### src/hdl/sar_regs.svh
// Purpose: Frame positions and result codes of the serial readout
// Assumes: Falling serial clock edges counted from 1 within a frame
// Notes:   Definitions only
`ifndef SAR_REGS_SVH
`define SAR_REGS_SVH

// Falling-edge positions inside one chip-select-low frame
`define SAR_FALL_NONE   5'h00
`define SAR_FALL_FIRST  5'h01
`define SAR_FALL_LEAD   5'h02
`define SAR_FALL_MSB    5'h03
`define SAR_FALL_PRELST 5'h11
`define SAR_FALL_LAST   5'h12

// Full-scale two's-complement result codes
`define SAR_POS_FS      16'h7fff
`define SAR_NEG_FS      16'h8000

// Reset values of the pin synchroniser (select idles high)
`define SAR_PIN_IDLE    2'h3

`endif

### src/hdl/sar_pkg.sv
// Purpose: Types shared by the serial readout design
// Assumes: Nothing beyond the header of constants
// Notes:   One-hot state codes
package sar_pkg;

    // Frame sequencer states
    typedef enum logic [2:0] {
        SAR_IDLE = 3'h1,   // Select high, tracking at low power
        SAR_CONV = 3'h2,   // Converting and shifting
        SAR_TAIL = 3'h4    // Select still low after the last bit
    } sar_state_t;

endpackage : sar_pkg

### src/hdl/sar_stream_if.sv
// Purpose: Valid/ready word stream between design modules
// Assumes: Producer holds data while valid and not ready
// Notes:   No clocking block
`timescale 1ns/1ps
interface sar_stream_if #(parameter int W = 16);
    logic         valid;
    logic         ready;
    logic [W-1:0] data;

    modport src (output valid, output data, input ready);
    modport snk (input valid, input data, output ready);
endinterface : sar_stream_if

### src/hdl/sar_sync.sv
// Purpose: Two-flop synchroniser for pins from outside the clock domain
// Assumes: Each bit is an independent level
// Notes:   The first stage is read by the second stage only
`timescale 1ns/1ps
module sar_sync #(
    parameter int               W    = 2,
    parameter logic [W-1:0]     INIT = '0
) (
    // Clock and reset
    input  wire logic           clk,
    input  wire logic           rstN,
    // Levels
    input  wire logic [W-1:0]   d,
    output      logic [W-1:0]   q
);

    logic [W-1:0] meta_r;

    // ************************************************************
    // Two stages
    // ************************************************************
    always_ff @(posedge clk or negedge rstN) begin
        if (!rstN) begin
            meta_r <= INIT;
            q      <= INIT;
        end else begin
            meta_r <= d;
            q      <= meta_r;
        end
    end

endmodule : sar_sync

### src/hdl/sar_fifo.sv
// Purpose: Word FIFO with valid/ready on both sides
// Assumes: DEPTH is a power of two
// Notes:   Full and empty from pointers with a wrap bit
`timescale 1ns/1ps
module sar_fifo #(
    parameter int W     = 16,
    parameter int DEPTH = 16
) (
    // Clock and reset
    input  wire logic   clk,
    input  wire logic   rstN,
    // Streams
    sar_stream_if.snk   inS,
    sar_stream_if.src   outS
);

    localparam int AW = $clog2(DEPTH);

    logic [W-1:0]  mem [DEPTH];
    logic [AW:0]   wrPtr_r;
    logic [AW:0]   rdPtr_r;
    wire           full;
    wire           empty;
    wire           push;
    wire           pop;

    // Status and handshakes
    assign full  = (wrPtr_r[AW] != rdPtr_r[AW]) &&
                   (wrPtr_r[AW-1:0] == rdPtr_r[AW-1:0]);
    assign empty = (wrPtr_r == rdPtr_r);
    assign push  = inS.valid && !full;
    assign pop   = outS.ready && !empty;
    assign inS.ready  = !full;
    assign outS.valid = !empty;
    assign outS.data  = mem[rdPtr_r[AW-1:0]];

    // ************************************************************
    // Pointers
    // ************************************************************
    always_ff @(posedge clk or negedge rstN) begin
        if (!rstN) begin
            wrPtr_r <= '0;
            rdPtr_r <= '0;
        end else begin
            if (push) wrPtr_r <= wrPtr_r + (AW+1)'(1);
            if (pop)  rdPtr_r <= rdPtr_r + (AW+1)'(1);
        end
    end

    // Storage
    always_ff @(posedge clk) begin
        if (push) mem[wrPtr_r[AW-1:0]] <= inS.data;
    end

endmodule : sar_fifo

### src/hdl/sar_serial_readout.sv
// Purpose: Conversion and serial readout sequencing of a 16-bit SAR
//          converter behind a select / serial clock / data link
// Assumes: diffIn is the differential input in LSB units, on clk_sys
// Notes:   Link pins are oversampled by clk_sys through two flops
//
// Function
// RULE1 - Capture the differential input when a conversion starts.
// RULE2 - Hold the captured input isolated while converting.
// RULE3 - Return to low-power tracking after each window; restart at once.
// RULE4 - Track at low power when select high or after 18th fall.
// RULE5 - Link is select and serial clock in, result data out.
// RULE6 - Controller gives at least 18 serial clocks per frame.
// RULE7 - Raising select mid-frame abandons the conversion.
// RULE8 - Result shifts out most significant bit first.
// RULE9 - Word shifted is from this frame's conversion, no delay.
// RULE10 - Largest positive input gives code 7FFFh.
// RULE11 - Most negative input gives code 8000h.
// RULE12 - Data floats while select high and for the first period.
// RULE13 - Second falling edge drives a leading zero.
// RULE14 - Falling edges 3 to 18 drive the 16 result bits.
// RULE15 - Select falling with clock low counts as first falling edge.
// RULE16 - Controller captures on rising edges, releases after 18th.
`timescale 1ns/1ps
`include "sar_regs.svh"
module sar_serial_readout #(
    parameter int RES_W      = 16,
    parameter int IN_W       = 18,
    parameter int FIFO_DEPTH = 16
) (
    // Clock and reset
    input  wire logic                   clk_sys,
    input  wire logic                   rstn,
    // Serial link
    input  wire logic                   csN,
    input  wire logic                   sclk,
    output      logic                   dout,
    output      logic                   doutOe,
    // Analog front end
    input  wire logic signed [IN_W-1:0] diffIn,
    output      logic                   lowPowerTrack,
    output      logic                   inputIsolated,
    // Completed result stream
    output      logic                   resValid,
    input  wire logic                   resReady,
    output      logic [RES_W-1:0]       resData,
    output      logic                   resInReady
);

    // ************************************************************
    // Full-scale limits at input width
    // ************************************************************
    localparam logic signed [IN_W-1:0] POS_EXT =
        {{(IN_W-RES_W){1'b0}}, `SAR_POS_FS};
    localparam logic signed [IN_W-1:0] NEG_EXT =
        {{(IN_W-RES_W){1'b1}}, `SAR_NEG_FS};

    // Saturating conversion of the input to a result code
    function automatic logic [RES_W-1:0] clampCode(
        input logic signed [IN_W-1:0] v);
        logic [RES_W-1:0] c;
        c = v[RES_W-1:0];
        if (v >= POS_EXT) c = `SAR_POS_FS;           // RULE10
        else if (v <= NEG_EXT) c = `SAR_NEG_FS;      // RULE11
        return c;
    endfunction : clampCode

    // ************************************************************
    // Reset release
    // ************************************************************
    logic rstMeta_r;
    logic rstSync_r;

    // Asynchronous assert, two-flop release
    always_ff @(posedge clk_sys or negedge rstn) begin
        if (!rstn) begin
            rstMeta_r <= 1'b0;
            rstSync_r <= 1'b0;
        end else begin
            rstMeta_r <= 1'b1;
            rstSync_r <= rstMeta_r;
        end
    end

    wire rstSyncN = rstSync_r;

    // ************************************************************
    // Pin sampling and edge detection
    // ************************************************************
    logic [1:0] pinSync;
    logic       csPrev_r;
    logic       sclkPrev_r;
    wire        csS;
    wire        sclkS;
    wire        csFall;
    wire        csRise;
    wire        sclkFall;

    sar_sync #(
        .W    (2),
        .INIT (`SAR_PIN_IDLE)
    ) u_pinSync (
        .clk  (clk_sys),
        .rstN (rstSyncN),
        .d    ({csN, sclk}),                                   // RULE5
        .q    (pinSync)
    );

    // Synchronised levels and their edges
    assign csS      = pinSync[1];
    assign sclkS    = pinSync[0];
    assign csFall   = csPrev_r & ~csS;
    assign csRise   = ~csPrev_r & csS;
    assign sclkFall = sclkPrev_r & ~sclkS;

    // Previous samples, idle high so reset gives no false edge
    always_ff @(posedge clk_sys or negedge rstSyncN) begin
        if (!rstSyncN) begin
            csPrev_r   <= 1'b1;
            sclkPrev_r <= 1'b1;
        end else begin
            csPrev_r   <= csS;
            sclkPrev_r <= sclkS;
        end
    end

    // ************************************************************
    // Frame sequencer
    // ************************************************************
    sar_pkg::sar_state_t state_r;
    sar_pkg::sar_state_t state_nxt;
    logic [4:0]          fallCnt_r;
    logic [4:0]          fallCnt_nxt;
    wire  [4:0]          cntInc;
    wire                 inConv;
    wire                 inTail;

    assign cntInc = fallCnt_r + 5'h01;
    assign inConv = (state_r == sar_pkg::SAR_CONV);
    assign inTail = (state_r == sar_pkg::SAR_TAIL);

    // Next state from select and serial clock falling edges
    always_comb begin
        state_nxt   = state_r;
        fallCnt_nxt = fallCnt_r;
        if (csS) begin
            state_nxt   = sar_pkg::SAR_IDLE;                   // RULE4 RULE7
            fallCnt_nxt = `SAR_FALL_NONE;
        end else if (csFall) begin
            state_nxt   = sar_pkg::SAR_CONV;                   // RULE3
            fallCnt_nxt = sclkS ? `SAR_FALL_NONE
                                : `SAR_FALL_FIRST;             // RULE15
        end else if (sclkFall) begin
            unique case (state_r)
                sar_pkg::SAR_IDLE: begin
                    state_nxt = sar_pkg::SAR_IDLE;
                end
                sar_pkg::SAR_CONV: begin
                    fallCnt_nxt = cntInc;
                    if (cntInc == `SAR_FALL_LAST) begin
                        state_nxt = sar_pkg::SAR_TAIL;         // RULE4
                    end
                end
                sar_pkg::SAR_TAIL: begin
                    state_nxt = sar_pkg::SAR_TAIL;
                end
            endcase
        end
    end

    // State registers
    always_ff @(posedge clk_sys or negedge rstSyncN) begin
        if (!rstSyncN) begin
            state_r   <= sar_pkg::SAR_IDLE;
            fallCnt_r <= `SAR_FALL_NONE;
        end else begin
            state_r   <= state_nxt;
            fallCnt_r <= fallCnt_nxt;
        end
    end

    // Power and input-switch status
    assign lowPowerTrack = !inConv;                            // RULE4
    assign inputIsolated = inConv;                             // RULE2

    // ************************************************************
    // Sampling
    // ************************************************************
    logic [RES_W-1:0] sample_r;

    // Capture on select fall, then hold through the conversion
    always_ff @(posedge clk_sys or negedge rstSyncN) begin
        if (!rstSyncN) begin
            sample_r <= '0;
        end else if (csFall) begin
            sample_r <= clampCode(diffIn);                     // RULE1 RULE9
        end
    end

    // ************************************************************
    // Serial output
    // ************************************************************
    wire       driveFall;
    wire       driveNow;
    wire       inWord;
    wire [4:0] bitIdx;
    wire       doutBit;

    // Falling edge inside a live frame, not the select edge itself
    assign driveFall = sclkFall & ~csS & ~csFall & (inConv | inTail);
    assign driveNow  = driveFall & (inTail | (cntInc >= `SAR_FALL_LEAD));
    assign inWord    = inConv & (cntInc >= `SAR_FALL_MSB);
    assign bitIdx    = `SAR_FALL_LAST - cntInc;
    // Zero on edge 2 and after the last bit, else MSB first
    assign doutBit   = inWord ? sample_r[bitIdx[3:0]] : 1'b0; // RULE8 RULE14

    // Data pin and its enable
    always_ff @(posedge clk_sys or negedge rstSyncN) begin
        if (!rstSyncN) begin
            dout   <= 1'b0;
            doutOe <= 1'b0;
        end else if (csS || csFall) begin
            dout   <= 1'b0;
            doutOe <= 1'b0;                                    // RULE12
        end else if (driveNow) begin
            dout   <= doutBit;                                 // RULE13 RULE14
            doutOe <= 1'b1;
        end
    end

    // ************************************************************
    // Completed result buffer
    // ************************************************************
    sar_stream_if #(.W(RES_W)) pushIf ();
    sar_stream_if #(.W(RES_W)) popIf ();

    // Push the word once its last bit goes out
    assign pushIf.valid = driveFall & inConv & (cntInc == `SAR_FALL_LAST);
    assign pushIf.data  = sample_r;
    assign resInReady   = pushIf.ready;
    assign resValid     = popIf.valid;
    assign resData      = popIf.data;
    assign popIf.ready  = resReady;

    sar_fifo #(
        .W     (RES_W),
        .DEPTH (FIFO_DEPTH)
    ) u_resFifo (
        .clk   (clk_sys),
        .rstN  (rstSyncN),
        .inS   (pushIf),
        .outS  (popIf)
    );
endmodule : sar_serial_readout

### config.mk
export PLATFORM = sky130hd
export DESIGN_NAME = sar_serial_readout
export DESIGN_NICKNAME = d
export VERILOG_FILES = /design/src/hdl/sar_pkg.sv /design/src/hdl/sar_stream_if.sv /design/src/hdl/sar_sync.sv /design/src/hdl/sar_fifo.sv /design/src/hdl/sar_serial_readout.sv
export VERILOG_INCLUDE_DIRS = /design/src /design/src/hdl
export SDC_FILE = /design/constraint.sdc
export NUM_CORES = 1
export LEC_CHECK = 0
export BUFFER_PORTS_ARGS = -buffer_cell sky130_fd_sc_hd__buf_4
export CAP_MARGIN = 20
export CORE_MARGIN = 5
export CORE_UTILIZATION = 50
export CTS_BUF_LIST = sky130_fd_sc_hd__clkbuf_4 sky130_fd_sc_hd__clkbuf_8 sky130_fd_sc_hd__clkbuf_16
export DETAILED_ROUTE_END_ITERATION = 12
export PLACE_DENSITY = 0.63
export RECOVER_POWER = 100
export SETUP_SLACK_MARGIN = 0.1
export SLEW_MARGIN = 40
export SYNTH_ARGS = -nofsm -noshare
export SYNTH_HDL_FRONTEND = slang
export SYNTH_SLANG_ARGS = --single-unit
### constraint.sdc
create_clock -name clk_sys -period 4.2 [get_ports clk_sys]
set_input_delay 0 -clock clk_sys [delete_from_list [all_inputs] [get_ports clk_sys]]
set_output_delay 0 -clock clk_sys [all_outputs]
set_load 0.02 [all_outputs]
==> flow_summary_export.csv <==
group,metric,value,unit
drt,drt_iter0_markers,489,
timing,finalCriticalPeriod,3508,ps
drt,drt-vias-per-instance,5.798,
drt,wl,25670,µm
setup_path,endpoint_kind,"register",
pwr,powerDensity,594.6,nW/µm²
floorplanning,rows,57,
cts,post-cts-setup-buffers,0,
timing,slew_headroom,-0.1012,
yosys,synth_top_area_share,0.6322,
timing,finalHoldViolCount,0,
pwr,switching_share,0.2877,
place,numPortBuffers,44,
cts,cts-resized-gates,0,
yosys,ys_warn_count,0,
grt,antenna_found_initial,0,
timing,slew_violations,43,
cts,clk_pin_slew,60,ps
cts,cts_max_path_buffers,3,
pwr,clock_power_share,0.320,
pwr,max-vdd-ir-drop,0.3826,mV
floorplanning,core_area,24110,µm²
job,maxCapViolCount,1,
floorplanning,die_h,165.9,µm
yosys,ys_ff_latch,300,
setup_path,arrival,3670,ps
yosys,synth_edf_count,256,
yosys,async_flop_share,0.1467,
floorplanning,die-area,27540,µm²
drt,wl_per_cell,24.89,µm
grt,grt_pass1_vias,6323,
pwr,combPwrFrac,0.244,
min_path,hold_path_class,"in -> reg",
timing,final-setup-viol-count,0,
setup_path,slowest_delay,600,ps
floorplanning,io_pins,45,
floorplanning,start_util,0.5044,
cts,hold_buffers,21,
yosys,syn_area,12160,µm²
pwr,seqPwrFrac,0.436,
setup_path,crit_chain,"ha_1, xnor2_1, o211ai_1, nor3_4, and2_4, and3_1, clkbuf_1",
yosys,synthDistinctLibCells,57,
layout,diodes,0,
pwr,power_switching,2.371,mW
layout,drive_gt1_frac,0.2489,
setup_path,crit_buf_inv,1,
yosys,yosysTopAreaCell,"edfxtp_1",
cts,htree_levels,1,
yosys,synth_common_cells,"256 x edfxtp_1, 81 x mux4_2, 37 x dfrtp_1, 27 x nand2_1, 26 x nor2_1",
drt,drc_errors,0,
layout,nets,717,
setup_path,cp-start-kind,"register",
drt,ant_nets,0,
yosys,yosysMostFrequentCell,"edfxtp_1",
setup_path,rrSetupSlack,690,ps
grt,globalRoute.totalOverflow,0,
place,place_congestion,0.8355,
timing,fin_setup_tns,0,ps
cts,cts_num_sinks,300,
cts,cts_buffers,31,
pwr,p_int,5.870,mW
setup_path,crit_slowest_cell,"clkbuf_1",
grt,grt_pass1_wl,38930,µm
timing,post-route-period-util,0.8352,
floorplanning,die_x,165.9,µm
grt,track_usage,0.1860,
layout,area_growth,13.97,%
setup_path,cp_top_family,"simple AND/OR/NAND/NOR gates",
outcome,status,"complete, but fails checks",
pwr,p_leak,4.688,nW
timing,max_freq,285.1,MHz
cts,clk_latency,540,ps
yosys,synth_nets,643,
cts,cts-root-buf,"clkbuf_16",
layout,post-route-cell-area,13860,µm²
yosys,synth_area_leaders,"edfxtp_1 63%, mux4_2 15%, dfrtp_1 7.6%",
cts,cts_tree,"built",
setup_path,worstSetupPathType,"reg -> reg",
layout,fin_util,0.5749,
grt,grt_max_degree,68,
yosys,avgSynthCellArea,19.90,µm²
place,dp_hpwl,16200,µm
timing,tightest_slew,1652,ps
setup_path,cp_max_fo,15,
timing,rsz0062_at_grt,"no",
outcome,failed_checks,"max-capacitance violations, max-slew violations",
drt,vias,5978,
yosys,ys_seq_area_frac,0.7235,
drt,first_pass_iters,5,
place,postPlaceCellArea,12770,µm²
setup_path,worstPathRequired,4360,ps
yosys,ys_dominant_reg_cell,"edfxtp_1",
yosys,postSynthCellCount,611,
timing,fin_skew,18.86,ps
==> power groups by stage <==
stage	registers, mW	logic [mW]	clock network, mW
after floorplan	3.51	1.60	0
after global placement	3.65	2.17	0
after detailed placement	3.66	2.18	0
after CTS	3.60	2.20	2.68
after global routing	3.61	2.16	2.82
final	3.59	2.01	2.63
==> worst min-delay path, cell delays in order <==
cell	delay (ps)
buf_4	100
a31oi_2	280
o31ai_1	240
==> cells in the final DEF (no fill, tap or decap), drive strengths merged, types with 2 or more instances in the layout <==
| cell type | n |
|---|---|
| o21ai | 5 |
| nand2 | 28 |
| edfxtp | 256 |
| dfstp | 7 |
| nor4 | 6 |
| and2 | 2 |
| dlygate4sd3 | 21 |
| o21a | 2 |
| ha | 9 |
| nor2b | 5 |
| nand3 | 9 |
| clkinv | 14 |
| bufinv | 3 |
| nand4 | 8 |
| inv | 9 |
| o311ai | 2 |
| mux4 | 84 |
| xnor2 | 11 |
| nor2 | 26 |
| and4 | 2 |
| dfrtp | 37 |
| clkinvlp | 4 |
| nor3 | 3 |
| nand2b | 2 |
| a21oi | 7 |
| and3 | 15 |
| or4 | 2 |
| o31ai | 15 |
| clkbuf | 60 |
| buf | 26 |
| xor2 | 9 |
==> sequential cells by signal (all words and copies together), names as in the netlist, 2 cells and up <==
| register | count |
|---|---|
| u_resFifo.mem | 256 |
| u_pinSync.meta_r | 2 |
| fallCnt_r | 5 |
| pushIf.data | 16 |
| state_r | 3 |
| u_resFifo.rdPtr_r | 5 |
| u_resFifo.wrPtr_r | 5 |
| u_pinSync.q | 2 |
==> worst paths after layout <==
check,startpoint,end,depth (start not counted)
setup reg to reg,fallCnt_r[0],u_resFifo.mem[6][3],7
max in group asynchronous,rstSyncN,u_resFifo.rdPtr_r[0],0
min in group asynchronous,rstn,rstMeta_r,3
hold reg to reg,u_pinSync.meta_r[0],u_pinSync.q[0],0
setup / recovery,fallCnt_r[0],u_resFifo.mem[6][3],7
hold / removal,diffIn[16],pushIf.data[5],3
==> metrics by stage <==
| stage | hold slack, ps | worst slack [ps] | cells | total power, mW |
|---|---|---|---|---|
| after floorplan | -295.6 | 1052 | 611 | 5.108 |
| after global placement | -216.8 | 1101 | 954 | 5.814 |
| after detailed placement | -215.8 | 977.4 | 954 | 5.841 |
| after CTS | 80.62 | 938.2 | 1030 | 8.487 |
| after global routing | 119.9 | 460.9 | 1031 | 8.593 |
| final | 116.1 | 692.1 | 1031 | 8.241 |
==> cell families after synthesis <==
| kind of cell | share of synthesized area |
|---|---|
| mux | 0.1583 |
| fa+ha+maj | 0.009261 |
| compound gates | 0.02336 |
| other cells | 0.0003084 |
| buf+inv | 0.01945 |
| xor+xnor | 0.01688 |
| flops | 0.7235 |
| simple gates | 0.04898 |
==> layout make-up <==
type                            instances  area, µm²
Fill cell                            1839      10250
Clock buffer                           34      798.3
Multi-Input combinational cell        270       3109
Inverter                                9      35.03
Tap cell                              324      405.4
Sequential cell                       300       8802
Timing Repair Buffer                   73      519.2
Clock inverter                         21      188.9
==> layer usage <==
layer	vias up	share of wire	GRT usage
met3	28	0.063	0.03309
met2	206	0.50	0.3079
met1	3100	0.41	0.2634
li1	2644	-	-
met5	-	0	0
met4	0	0.018	0.04161
(Power assumes the default switching activity.)
